File: src/inc/stream_src_pkg.sv
/*
 * Constants for the streaming source controller: register offsets,
 * field positions, reset values and parameter defaults.
 * Assumes a plain software port with byte offsets in 32-bit words.
 */
package stream_src_pkg;
    // ------------------------------------------------------------
    // Register offsets
    // ------------------------------------------------------------
    localparam logic [3:0] ADDR_CTRL   = 4'h0;  // Beat control, go
    localparam logic [3:0] ADDR_DATA   = 4'h4;  // Beat payload
    localparam logic [3:0] ADDR_STATUS = 4'h8;  // Status, fault clear
    localparam logic [3:0] ADDR_COUNT  = 4'hc;  // Beats sent
    // ------------------------------------------------------------
    // Field positions
    // ------------------------------------------------------------
    localparam int CTRL_GO        = 0;   // Queue staged beat
    localparam int CTRL_SOP       = 1;   // Packet start marker
    localparam int CTRL_EOP       = 2;   // Packet end marker
    localparam int CTRL_EMPTY_LSB = 8;   // Unused symbols, 8 bits
    localparam int CTRL_CHAN_LSB  = 16;  // Channel, 8 bits
    localparam int CTRL_ERR_LSB   = 24;  // Error mask, 8 bits
    localparam int STAT_PEND      = 0;   // Beat waiting
    localparam int STAT_VALID     = 1;   // Qualifier now high
    localparam int STAT_FAULT     = 2;   // Channel over limit
    // ------------------------------------------------------------
    // Reset values and defaults
    // ------------------------------------------------------------
    localparam logic [31:0] RST_WORD = 32'h0;  // Registers after reset
    localparam logic        RST_BIT  = 1'b0;   // Flags after reset
    localparam int DEF_SYMBOLS     = 1;        // Symbols per beat
    localparam int DEF_SYMBOL_BITS = 8;        // Bits per symbol
    localparam int DEF_CHAN_LIMIT  = 0;        // Highest channel
    localparam int DEF_READY_DELAY = 0;        // Ready latency
    localparam bit DEF_MSB_ORDER   = 1'b0;     // Lead symbol in LSBs
    localparam int LAT_MAX         = 8;        // Deepest ready latency
endpackage

File: src/hw/stream_src_ctrl.sv
/*
 * Streaming source controller: software stages one beat at a time
 * through a plain register port and the block presents it on a
 * point-to-point stream toward a sink, honouring backpressure.
 * Assumes the sink shares core_clk and reset_n and drives src_ready
 * from logic on the same clock.
 */
// Our own choices: the address map and the plain strobed port.
`timescale 1ns/100ps
module stream_src_ctrl #(
    parameter int beat_symbol_count    = stream_src_pkg::DEF_SYMBOLS,
    parameter int symbol_bit_width     = stream_src_pkg::DEF_SYMBOL_BITS,
    parameter int channel_width        = 8,
    parameter int error_width          = 8,
    parameter int channel_number_limit = stream_src_pkg::DEF_CHAN_LIMIT,
    parameter int backpressure_delay   = stream_src_pkg::DEF_READY_DELAY,
    parameter bit lead_symbol_msb_order = stream_src_pkg::DEF_MSB_ORDER,
    parameter int data_width  = beat_symbol_count * symbol_bit_width,
    parameter int empty_width = (beat_symbol_count > 1) ? $clog2(beat_symbol_count) : 1
) (
    input  wire logic                     core_clk,  // 250 MHz clock
    input  wire logic                     reset_n,   // Sync reset, low
    input  wire logic [3:0]               addr,      // Register byte offset
    input  wire logic [31:0]              wr_data,   // Write data
    input  wire logic                     wr_strobe, // Write, one cycle
    input  wire logic                     rd_strobe, // Read, one cycle
    output logic      [31:0]              rd_data,   // Read data, next cycle
    input  wire logic                     src_ready, // Sink backpressure release
    output logic                          src_valid, // Beat qualifier
    output logic      [data_width-1:0]    src_data,  // Beat payload
    output logic      [channel_width-1:0] src_channel, // Channel number
    output logic      [error_width-1:0]   src_error, // Error mask
    output logic                          src_sop,   // Packet start
    output logic                          src_eop,   // Packet end
    output logic      [empty_width-1:0]   src_empty  // Unused symbols
);
    import stream_src_pkg::*;

    // ------------------------------------------------------------
    // State
    // ------------------------------------------------------------
    logic [31:0]              ctrl_ff,  nxt_ctrl;    // Staged control
    logic [31:0]              data_ff,  nxt_data;    // Staged payload
    logic                     pend_ff,  nxt_pend;    // Beat queued
    logic                     fault_ff, nxt_fault;   // Channel fault
    logic [15:0]              count_ff, nxt_count;   // Beats sent
    logic [LAT_MAX-1:0]       dly_ff,   nxt_dly;     // Ready history
    logic [31:0]              rd_ff,    nxt_rd;      // Read answer
    logic                     val_ff,   nxt_val;     // Qualifier
    logic [data_width-1:0]    dat_ff,   nxt_dat;     // Payload out
    logic [channel_width-1:0] ch_ff,    nxt_ch;      // Channel out
    logic [error_width-1:0]   err_ff,   nxt_err;     // Error out
    logic                     sop_ff,   nxt_sop;     // Start out
    logic                     eop_ff,   nxt_eop;     // End out
    logic [empty_width-1:0]   emp_ff,   nxt_emp;     // Empty out

    // ------------------------------------------------------------
    // Helpers
    // ------------------------------------------------------------
    logic [LAT_MAX:0]      hist;     // Ready now and earlier
    logic                  fire;     // Transfer this cycle
    logic                  next_rc;  // Next cycle is a ready cycle
    logic                  load;     // Move staged beat out
    logic                  go;       // Software queues a beat
    logic                  chan_bad; // Requested channel over limit
    logic [data_width-1:0] wide;     // Staged payload, beat wide

    // Software writes symbol 0 in the high bits; swap when the
    // stream wants symbol 0 in the low bits. Only the low 32 bits
    // of a wide beat are reachable from the register port.
    function automatic logic [data_width-1:0] order_syms(
        input logic [data_width-1:0] in
    );
        logic [data_width-1:0] out;
        out = in;
        if (!lead_symbol_msb_order) begin
            for (int i = 0; i < beat_symbol_count; i++) begin
                out[(beat_symbol_count-1-i)*symbol_bit_width +: symbol_bit_width] =
                    in[i*symbol_bit_width +: symbol_bit_width];
            end
        end
        return out;
    endfunction

    // ------------------------------------------------------------
    // Next-state logic
    // ------------------------------------------------------------
    always_comb begin
        hist = {dly_ff, src_ready};
        // Ready on cycle n marks cycle n plus latency ready
        // Index guarded so a zero latency never selects below bit 0
        next_rc = (backpressure_delay == 0) ? 1'b0 :
                  hist[(backpressure_delay == 0) ? 0 : backpressure_delay-1];
        // Zero latency needs both high; otherwise valid means ready
        fire = val_ff && ((backpressure_delay != 0) || src_ready);
        go = wr_strobe && (addr == ADDR_CTRL) && wr_data[CTRL_GO];
        chan_bad = int'(wr_data[CTRL_CHAN_LSB +: 8]) > channel_number_limit;
        wide = '0;
        for (int i = 0; i < 32 && i < data_width; i++) begin
            wide[i] = data_ff[i];
        end
        // Zero latency: refill when empty or draining; else only ready cycles
        if (backpressure_delay == 0) begin
            load = pend_ff && (!val_ff || fire);
        end else begin
            load = pend_ff && next_rc;
        end
        nxt_dly = hist[LAT_MAX-1:0];
        nxt_ctrl = ctrl_ff;
        nxt_data = data_ff;
        nxt_fault = fault_ff;
        nxt_count = fire ? count_ff + 16'h0001 : count_ff;
        // Loaded beat leaves the queue; a new go in the same cycle wins
        nxt_pend = pend_ff && !load;
        if (wr_strobe) begin
            if (addr == ADDR_CTRL) begin
                if (go && chan_bad) begin
                    nxt_fault = 1'b1;  // Refused, stays queued-free
                end else begin
                    nxt_ctrl = wr_data;
                    nxt_pend = go || nxt_pend;
                end
            end else if (addr == ADDR_DATA) begin
                nxt_data = wr_data;
            end else if (addr == ADDR_STATUS) begin
                // Writing one clears the fault
                nxt_fault = fault_ff && !wr_data[STAT_FAULT];
            end
        end
        // Payload, channel and error hold until replaced; markers and empty clear when the qualifier drops
        nxt_dat = dat_ff;
        nxt_ch = ch_ff;
        nxt_err = err_ff;
        nxt_sop = sop_ff;
        nxt_eop = eop_ff;
        nxt_emp = emp_ff;
        if (load) begin
            nxt_val = 1'b1;
            nxt_dat = order_syms(wide);
            nxt_ch = channel_width'(ctrl_ff[CTRL_CHAN_LSB +: 8]);
            nxt_err = error_width'(ctrl_ff[CTRL_ERR_LSB +: 8]);
            nxt_sop = ctrl_ff[CTRL_SOP];
            nxt_eop = ctrl_ff[CTRL_EOP];
            // Count only on end beats of multi-symbol streams
            nxt_emp = (beat_symbol_count > 1 && ctrl_ff[CTRL_EOP]) ?
                      empty_width'(ctrl_ff[CTRL_EMPTY_LSB +: 8]) : '0;
        end else if (backpressure_delay == 0) begin
            nxt_val = val_ff && !fire;  // Hold until taken
        end else begin
            nxt_val = 1'b0;  // Never valid off a ready cycle
        end
        // Markers never stand without the qualifier
        if (!nxt_val) begin
            nxt_sop = 1'b0;
            nxt_eop = 1'b0;
            nxt_emp = '0;  // Unused count idles at zero too
        end
        // Register read port, answer next cycle
        nxt_rd = RST_WORD;
        if (rd_strobe) begin
            if (addr == ADDR_CTRL) begin
                nxt_rd = ctrl_ff;
            end else if (addr == ADDR_DATA) begin
                nxt_rd = data_ff;
            end else if (addr == ADDR_STATUS) begin
                nxt_rd = {29'h0, fault_ff, val_ff, pend_ff};
            end else if (addr == ADDR_COUNT) begin
                nxt_rd = {16'h0, count_ff};
            end else begin
                nxt_rd = RST_WORD;  // Unmapped reads zero
            end
        end
    end

    // ------------------------------------------------------------
    // Registers, rising edge only
    // ------------------------------------------------------------
    always_ff @(posedge core_clk) begin
        if (!reset_n) begin
            ctrl_ff <= RST_WORD;
            data_ff <= RST_WORD;
            pend_ff <= RST_BIT;
            fault_ff <= RST_BIT;
            count_ff <= '0;
            dly_ff <= '0;
            rd_ff <= RST_WORD;
            val_ff <= RST_BIT;
            dat_ff <= '0;
            ch_ff <= '0;
            err_ff <= '0;
            sop_ff <= RST_BIT;
            eop_ff <= RST_BIT;
            emp_ff <= '0;
        end else begin
            ctrl_ff <= nxt_ctrl;
            data_ff <= nxt_data;
            pend_ff <= nxt_pend;
            fault_ff <= nxt_fault;
            count_ff <= nxt_count;
            dly_ff <= nxt_dly;
            rd_ff <= nxt_rd;
            val_ff <= nxt_val;
            dat_ff <= nxt_dat;
            ch_ff <= nxt_ch;
            err_ff <= nxt_err;
            sop_ff <= nxt_sop;
            eop_ff <= nxt_eop;
            emp_ff <= nxt_emp;
        end
    end

    // ------------------------------------------------------------
    // Outputs straight from flip-flops
    // ------------------------------------------------------------
    assign rd_data = rd_ff;
    assign src_valid = val_ff;
    assign src_data = dat_ff;
    assign src_channel = ch_ff;
    assign src_error = err_ff;
    assign src_sop = sop_ff;
    assign src_eop = eop_ff;
    assign src_empty = emp_ff;

    // Ready-cycle prediction one cycle late, for the latency check
    logic rc_pred_ff;  // Previous cycle predicted a ready cycle
    always_ff @(posedge core_clk) begin
        if (!reset_n) begin
            rc_pred_ff <= RST_BIT;
        end else begin
            rc_pred_ff <= next_rc;
        end
    end
endmodule

File: config.mk
export PLATFORM = sky130hd
export DESIGN_NAME = stream_src_ctrl
export DESIGN_NICKNAME = d
export VERILOG_FILES = /design/src/inc/stream_src_pkg.sv /design/src/hw/stream_src_ctrl.sv
export SDC_FILE = /design/constraint.sdc
export NUM_CORES = 1
export LEC_CHECK = 0
export BUFFER_PORTS_ARGS = -buffer_cell sky130_fd_sc_hd__buf_2
export CAP_MARGIN = 20
export CORE_UTILIZATION = 55
export DETAILED_ROUTE_END_ITERATION = 8
export PLACE_DENSITY = 0.77
export SETUP_SLACK_MARGIN = 0.02
export SLEW_MARGIN = 0
export SYNTH_ARGS = -nofsm -noshare
export SYNTH_HDL_FRONTEND = slang
export SYNTH_SLANG_ARGS = --single-unit
File: constraint.sdc
create_clock -name core_clk -period 2.1 [get_ports core_clk]
set_input_delay 0.42 -clock core_clk [delete_from_list [all_inputs] [get_ports core_clk]]
set_output_delay 0.42 -clock core_clk [all_outputs]
set_load 0.05 [all_outputs]
# After elaboration in Yosys (flattened, before gate mapping)

Index checks and enable logic that the tools add are counted.

Register bits after elaboration: 141
Input port bits: 41
Output and inout port bits: 60
Word-level logic and storage cells: 54

Add/subtract/negate cells: 1
$lt $le $gt $ge: 1
Eq/ne operators: 5
Multiplexer cells: 12
Bitwise gates (word level): 2
Reductions and logical operators: 21

Operator list:

| kind                                                                             | count |
|---|---|
| 32-bit 2-to-1 mux                                                                | 2 |
| 16-bit 2-to-1 mux                                                                | 2 |
| 16-bit by 1-bit adder with 16-bit output (second input constant)                 | 1 |
| 4-bit == test (second input constant)                                            | 2 |
| 8-bit by 1-bit greater-than comparator with 1-bit output (second input constant) | 1 |
| 1-bit logical AND                                                                | 8 |
| 1-bit 2-to-1 mux                                                                 | 8 |
| 3-bit AND reduction                                                              | 2 |
| 4-bit by 3-bit == test with 1-bit output (second input constant)                 | 1 |
| 1-bit logical NOT                                                                | 4 |
| 4-bit logical NOT                                                                | 1 |
| 2-bit AND reduction                                                              | 2 |
| 4-bit AND reduction                                                              | 1 |
| 1-bit logical OR                                                                 | 2 |
| 2-bit by 1-bit inequality test with 1-bit output (second input constant)         | 1 |
| 2-bit inequality test (second input constant)                                    | 1 |
| 1-bit inverter                                                                   | 2 |
| 2-bit nonzero test                                                               | 1 |

# Longest topological paths before layout

Gate-level depths: netlist (run 1).

Depth after elaboration: 9
Gate-level depth with buffers: 6
Mapped depth without buffers: 5

# Worst setup path after synthesis (run 1)

OpenSTA, ideal clock, no wires.

Kind: register to register
Start point: register val_ff (netlist: src_valid)
End point: register ch_ff[0] (netlist: src_channel[0])
Setup time: 0.076 ns
Arrival: 1.577 ns
Data required time: 2.024 ns
Path slack: 0.448 ns
Cell stages (with the launch flop): 7
Path buffers: 2
Clock period less this slack: 1.652 ns
Cell sequence: dfxtp_1 -> nor2b_1 -> nand2b_1 -> buf_2 -> buf_2 -> nand2_1 -> a21boi_0

Cells in the longest elaborated chain, start to end: 3
Elaborated cells on any way between the ends: 4
Classes of those cells: reduce/logical: 4

RTL lines:

| element                                                | line                                          | source |
|---|---|---|
| start, declared                                        | stream_src_ctrl.sv:49                         | `logic val_ff, nxt_val;` |
| start signal, assigned                                 | stream_src_ctrl.sv:202                        | `val_ff <= nxt_val;` |
| 1-bit logical NOT or 1-bit logical AND (tied branches) | stream_src_ctrl.sv:104, stream_src_ctrl.sv:95 |  |
| 1-bit logical OR *                                     | stream_src_ctrl.sv:104                        | `load = pend_ff && (!val_ff \|\| fire);` |
| 1-bit logical AND *                                    | stream_src_ctrl.sv:104                        |  |
| end signal, assigned                                   | stream_src_ctrl.sv:204                        | `ch_ff <= nxt_ch;` |
| end, declared                                          | stream_src_ctrl.sv:51                         | `logic [channel_width-1:0] ch_ff, nxt_ch;` |

Every way passes the cells marked *; elsewhere a longest branch is shown, timed or not.
A chain may end at the register's enable or synchronous reset.

# Final worst setup path (run 1)

Start point: register val_ff (netlist: src_valid)
End point: output src_valid

RTL lines:

| element       | line                  | source |
|---|---|---|
| end, declared | stream_src_ctrl.sv:29 | `output logic src_valid,` |

No word-level cell between the ends.

==> run_results.csv, run 1 <==
group,metric,value,unit
floorplanning,dieHeight,103.4,µm
routing,routed_wl,13270,µm
grt,grt_pass1_wl,21140,µm
power_and_ir_drop,p_int,4.520,mW
power_and_ir_drop,p_leak,2.717,nW
sta,final.setup.tns,0,ns
finish,drive_gt1_share,21.09,%
routing,firstDrtPassIters,5,
synth,syn_nets,686,
placed_design,globalplace.congestion,0.8145,
power_and_ir_drop,p_comb_share,4.0,%
power_and_ir_drop,vdd_drop_max,0.5771,mV
critical_path,reg2reg_depth,5,
routing,drc,0,
placed_design,place_inst,850,
sta,worst_hold_slack,0.1380,ns
routing,post_drt_wl_per_cell,15.05,µm
critical_path,reg2reg_slack,0.47,ns
grt,grt-ovfl-total,0,
clocking,cts_max_path_buffers,2,
sta,fmax,586.4,MHz
grt,grt_start_max_net_pins,55,
synth,synth_cell_types,37,
critical_path,rr_startpoint,"count_ff[0]",
clocking,cts-htree-levels,4,
floorplanning,io_pins,101,
routing,drt.antenna.violating_nets,0,
grt,grt_pass1_vias,4466,
floorplanning,dieWidth,103.4,µm
power_and_ir_drop,swShare,23.09,%
synth,ys_seq_elements,141,
finish,diodes,0,
finish,finalNetCount,778,
critical_path,worstSetupPathType,"reg2out",
critical_path,end_kind,"output pin",
placed_design,portBuffers,99,
clocking,root_buffer,"clkbuf_8",
sta,finalWorstPathRequiredPeriod,1.705,ns
critical_path,crit_buf_inv,1,
synth,yosys_most_used_dff,"dfxtp_1",
power_and_ir_drop,p_switching,1.357,mW
power_and_ir_drop,clkPwrFrac,50.1,%
outcome,outcome,"finished clean",
critical_path,worstPathArrival,1.29,ns
routing,vias,4694,
synth,synth_area,5660,µm²
clocking,numCtsBuffers,17,
synth,synth.area.top_cells,"dfxtp_1, nand2_1, mux2i_1, a21boi_1, a21boi_0",
flow_run,cap_violations,0,
min_path,min_from,"wr_data[24]",
clocking,clock_sinks,141,
floorplanning,start_util,57.38,%
clocking,cts_tree,"done",
critical_path,slowest_stage,"dfxtp_1",
critical_path,crit_required,1.68,ns
sta,worst_pin_slew,0.8029,ns
grt,grt_usage,26.44,%
routing,viasPerCell,5.322,
grt,antenna_found_initial,0,
synth,ys_warn_count,0,
floorplanning,num_rows,36,
clocking,clk_latency,0.53,ns
finish,fin_cells,882,
clocking,cts.clk_slew.worst_paths,0.06,ns
min_path,worstHoldPathCells,3,
synth,async_flop_share,0,%
critical_path,crit_family,"flip-flops",
sta,setup_viol,0,
floorplanning,die_area,10700,µm²
finish,synthToLayoutAreaGrowth,21.57,%
critical_path,crit_fanout,7,
synth,yosys-top-cells-count,"nand2_1, dfxtp_1, mux2i_1",
clocking,cts_hold_buf,0,
sta,max_slew_margin,46.34,%
critical_path,max_stage_delay,0.45,ns
finish,filler_cell_count,729,
sta,fin_ws,0.3947,ns
power_and_ir_drop,p_per_area,854.0,nW/µm²
critical_path,cp_cell_sequence,"buf_2",
sta,finClkSkew,0.006908,ns
synth,avgSynthCellArea,8.789,µm²
placed_design,place_ws,0.1050,ns
routing,drt_iter0_drc,177,
clocking,cts_setup_buffers,0,
placed_design,dpl.hpwl,8948,µm
sta,slew_violations,0,
min_path,hold_path.class,"in2reg",
synth,synth_cells,644,
sta,period_share,81.21,%
synth,synth_top_area_share,49.87,%
critical_path,startpoint_type,"flip-flop",
clocking,ctsResizeCount,0,
synth,synth-edff-count,0,
synth,synth.most_common_cell,"nand2_1",
floorplanning,core_area,9864,µm²
min_path,hold_path_end,"data_ff[24]",
synth,seq_area_frac_synth,49.87,%
critical_path,r2r-end,"count_ff[14]",
sta,hold_viol,0,
power_and_ir_drop,p_seq_share,45.9,%
sta,rsz0062_at_grt,"false",
synth,synth_area_leader_cell,"dfxtp_1",
## power by group through the flow
stage | sequential [mW] | combinational (mW) | clock [mW]
floorplan | 2.75 | 0.132 | 0
detailed placement | 2.75 | 0.233 | 0
CTS | 2.70 | 0.235 | 2.97
finish | 2.70 | 0.237 | 2.94
global route | 2.70 | 0.258 | 3.09
global placement | 2.75 | 0.227 | 0
## metal layers
metal	part of all wire [%]	vias up	global-route usage (%)
met5	0	-	0
met4	1.7	0	10.29
met3	5.6	18	7.056
met2	49	147	43.71
met1	44	2209	32.92
li1	-	2320	-
## cell families after synthesis
group | share of synthesized area [%]
flip-flops | 49.87
adder cells (fa/ha/maj) | 0.2210
XOR/XNOR | 1.547
AND/OR/NAND/NOR | 22.04
other | 0.06625
AO/OA/AOI/OAI | 12.75
buffers and inverters | 4.244
multiplexers | 9.262
## through the flow
stage / total power [mW] / cell area [µm²] / utilization (%)
detailed placement: 2.987 / 6296 / 63.83
finish: 5.877 / 6882 / 69.76
global placement: 2.981 / 6296 / 63.83
global route: 6.045 / 6882 / 69.76
floorplan: 2.886 / 5660 / -
CTS: 5.903 / 6882 / 69.76
## state kept, by name (all words and copies together), names as in the netlist
signal       flops
src_valid        1
pend_ff          1
count_ff        16
src_data         8
src_eop          1
rd_data         32
src_error        8
ctrl_ff         32
src_channel      8
src_sop          1
fault_ff         1
data_ff         32
## worst max-delay path by stage
stage | slack [ns] | end | start | depth (start not counted)
3_5_place_dp | 0.11 | ctrl_ff[19] | wr_data[20] | 6
4_1_cts | 0.38 | src_valid | src_valid | 1
5_1_grt | 0.36 | src_valid | src_valid | 1
6_report | 0.39 | src_valid | src_valid | 1
3_3_place_gp | 0.19 | ctrl_ff[24] | wr_data[16] | 7
2_1_floorplan | 0.45 | src_channel[0] | src_valid | 6
## area by class of cell
cell class                 instances  area, µm²  area share (%)
sequential                       141       2823           41.02
tap                              133      166.4           2.418
inverter                           2      7.507          0.1091
clock inverter                    14      157.7           2.291
clock buffer                      18      427.9           6.218
timing repair buffer             118      690.7           10.04
multi-input combinational        456       2609           37.91
## cells in the final DEF (no fill, tap or decap), types with 3 or more instances in the layout
master,count
nor4_1,3
buf_2,98
nand4_1,9
inv_6,6
and2_1,13
xor2_1,3
buf_4,16
nand2_1,193
a21boi_1,30
nor2_1,47
a22o_1,3
a21oi_1,15
dfxtp_1,141
nor3_1,3
mux2_2,3
a22oi_1,19
xnor2_1,7
nand3_1,6
buf_12,4
a21boi_0,28
nor2b_1,3
clkbuf_16,16
nand2b_1,5
clkinvlp_4,6
mux2i_1,49
No activity file was read; power rests on OpenSTA's default activity.
==> inputs of run 2 (changes only) <==
--- a/config.mk
+++ b/config.mk
@@ -5,6 +5,7 @@
 export SDC_FILE = /design/constraint.sdc
 export NUM_CORES = 1
 export LEC_CHECK = 0
+export ABC_AREA = 1
 export BUFFER_PORTS_ARGS = -buffer_cell sky130_fd_sc_hd__buf_2
 export CAP_MARGIN = 20
 export CORE_UTILIZATION = 55
==> constraint.sdc (replaced) <==
create_clock -name core_clk -period 1.6 [get_ports core_clk]
set_input_delay 0.32 -clock core_clk [delete_from_list [all_inputs] [get_ports core_clk]]
set_output_delay 0.32 -clock core_clk [all_outputs]
set_load 0.05 [all_outputs]
==> run_results.csv, run 2 <==
group,metric,value,unit
sta,final.setup.tns,0,ns
synth,ys_seq_elements,141,
floorplanning,die_area,9998,µm²
grt,grt_pass1_vias,4893,
synth,synth_cells,678,
floorplanning,num_rows,35,
clocking,cts-htree-levels,4,
sta,finClkSkew,0.007449,ns
synth,yosys.area_share.simple,20.18,%
clocking,clk_latency,0.51,ns
synth,synth_xor_area_share,0.1658,%
power_and_ir_drop,total_power,8.078,mW
synth,yosys_most_used_dff,"dfxtp_1",
routing,routed_wl,13400,µm
routing,drt.antenna.violating_nets,0,
synth,synth_cell_types,31,
routing,firstDrtPassIters,5,
critical_path,worstPathArrival,1.15,ns
synth,synth-edff-count,0,
sta,fin_ws,0.1256,ns
critical_path,max_stage_delay,0.36,ns
routing,drt_iter0_drc,288,
critical_path,reg2reg_slack,0.13,ns
outcome,outcome,"finished clean",
floorplanning,dieHeight,99.99,µm
synth,yosys-top-cells-count,"dfxtp_1, nor2_1, a21oi_1",
synth,async_flop_share,0,%
synth,syn_nets,720,
synth,avgSynthCellArea,7.790,µm²
min_path,hold_path_end,"ctrl_ff[8]",
grt,grt-ovfl-total,0,
floorplanning,io_pins,101,
finish,finalNetCount,823,
critical_path,cp_cell_sequence,"buf_2",
synth,synth_area_leader_cell,"dfxtp_1",
min_path,hold_path.class,"in2reg",
critical_path,reg2reg_depth,10,
floorplanning,dieWidth,99.99,µm
critical_path,r2r-end,"count_ff[14]",
power_and_ir_drop,vdd_drop_max,0.7846,mV
critical_path,crit_required,1.28,ns
placed_design,portBuffers,99,
routing,viasPerCell,5.386,
critical_path,slowest_stage,"dfxtp_1",
synth,synthAdderAreaFrac,0.2369,%
flow_run,cap_violations,0,
sta,hold_viol,0,
synth,synth_area,5281,µm²
routing,drc,0,
floorplanning,start_util,56.89,%
critical_path,end_kind,"output pin",
routing,post_drt_wl_per_cell,14.53,µm
critical_path,crit_buf_inv,1,
finish,diodes,0,
clocking,root_buffer,"clkbuf_8",
sta,fmax,678.2,MHz
placed_design,globalplace.congestion,0.8536,
clocking,clock_sinks,141,
min_path,worstHoldPathCells,3,
sta,period_share,92.15,%
placed_design,dpl.hpwl,8794,µm
clocking,cts_hold_buf,0,
grt,grt_pass1_wl,22380,µm
synth,synth.area.top_cells,"dfxtp_1, nor2_1, a21oi_1, o21ai_0, nand2_1",
grt,antenna_found_initial,0,
grt,grt_usage,28.52,%
finish,layout_common_cells,"dfxtp_1, nor2_1, buf_2",
finish,drive_gt1_share,22.45,%
synth,synth-compound-area-share,18.81,%
finish,filler_cell_count,742,
critical_path,rr_startpoint,"count_ff[1]",
grt,grt_start_max_net_pins,49,
routing,vias,4966,
clocking,cts_tree,"done",
sta,finalWorstPathRequiredPeriod,1.474,ns
synth,synth_top_area_share,53.45,%
finish,synthToLayoutAreaGrowth,24.83,%
power_and_ir_drop,p_leak,2.812,nW
clocking,numCtsBuffers,17,
critical_path,crit_fanout,2,
sta,slew_violations,0,
sta,rsz0062_at_grt,"false",
clocking,cts_max_path_buffers,2,
clocking,cts.clk_slew.worst_paths,0.06,ns
power_and_ir_drop,p_per_area,1225,nW/µm²
synth,synth_top_family_by_area,"simple AND/OR/NAND/NOR gates",
synth,synth.most_common_cell,"dfxtp_1",
critical_path,crit_family,"flip-flops",
synth,ys_warn_count,0,
floorplanning,core_area,9284,µm²
synth,synth_mux_area_share,0,%
placed_design,place_ws,0.01310,ns
synth,seq_area_frac_synth,53.45,%
critical_path,startpoint_type,"flip-flop",
sta,setup_viol,0,
critical_path,worstSetupPathType,"reg2out",
finish,mostFrequentLayoutCell,"dfxtp_1",
min_path,min_from,"wr_data[8]",
run 2: worst max-delay path by stage:
stage | cells after the start | to | slack (ns) | startpoint
2_1_floorplan | 9 | count_ff[14] | 0.16 | src_valid
3_3_place_gp | 9 | ctrl_ff[23] | 0.09 | wr_data[18]
3_5_place_dp | 9 | ctrl_ff[13] | 0.01 | addr[3]
4_1_cts | 10 | count_ff[14] | 0.1 | count_ff[1]
5_1_grt | 10 | count_ff[14] | 0.01 | count_ff[1]
6_report | 1 | src_data[0] | 0.13 | src_data[0]
run 2: final cells by class:
cell class	count	area (µm²)	share of cell area, %
Timing Repair Buffer	124	695.7	10.55
Clock inverter	13	214.0	3.245
Multi-Input combinational cell	451	2092	31.73
Clock buffer	18	427.9	6.491
Inverter	46	175.2	2.657
Sequential cell	141	2826	42.87
Tap cell	129	161.4	2.448
run 2: cells by family after synthesis:
| logic type | after synthesis |
|---|---|
| other cells | 1 |
| compound gates | 194 |
| simple gates | 254 |
| fa+ha+maj | 1 |
| xor+xnor | 1 |
| buf+inv | 86 |
| flops | 141 |
run 2: through the flow:
step / util, % / hold WS [ns] / instance area (µm²) / std cells
6_report: 71.01 / 0.05068 / 6593 / 922
3_3_place_gp: 63.83 / 0.4447 / 5926 / 889
3_5_place_dp: 63.83 / 0.4511 / 5926 / 889
2_1_floorplan: - / 0.4297 / 5283 / 678
5_1_grt: 71.01 / 0.04415 / 6593 / 922
4_1_cts: 70.74 / 0.03720 / 6568 / 920
run 2: layer usage:
metal	global-route usage, %	vias up	wire, µm
met5	0	-	0
met4	10.48	0	217
met3	7.033	22	1216
met2	47.59	232	6422
met1	35.91	2285	5541
li1	-	2427	-
run 2: power breakdown:
group,switching (mW),internal [mW],total [mW],leakage (nW)
sequential,0.0137,3.54,3.55,1.14
combinational,0.198,0.0918,0.290,1.37
clock,1.50,2.74,4.24,0.308
run 2: worst register-to-register path, delay by kind of cell (launching register included):
family,cells,cell delay (ns)
DFF,1,0.34
adders and majority gates,1,0.19
and+or+nand+nor,9,0.83
run 2: what timing repair did:
| item | 4_1_cts | 5_1_grt |
|---|---|---|
| setup buffers | 0 | 2 |
| resized for setup | 0 | 5 |
| endpoints found under the setup margin | 0 | 2 |
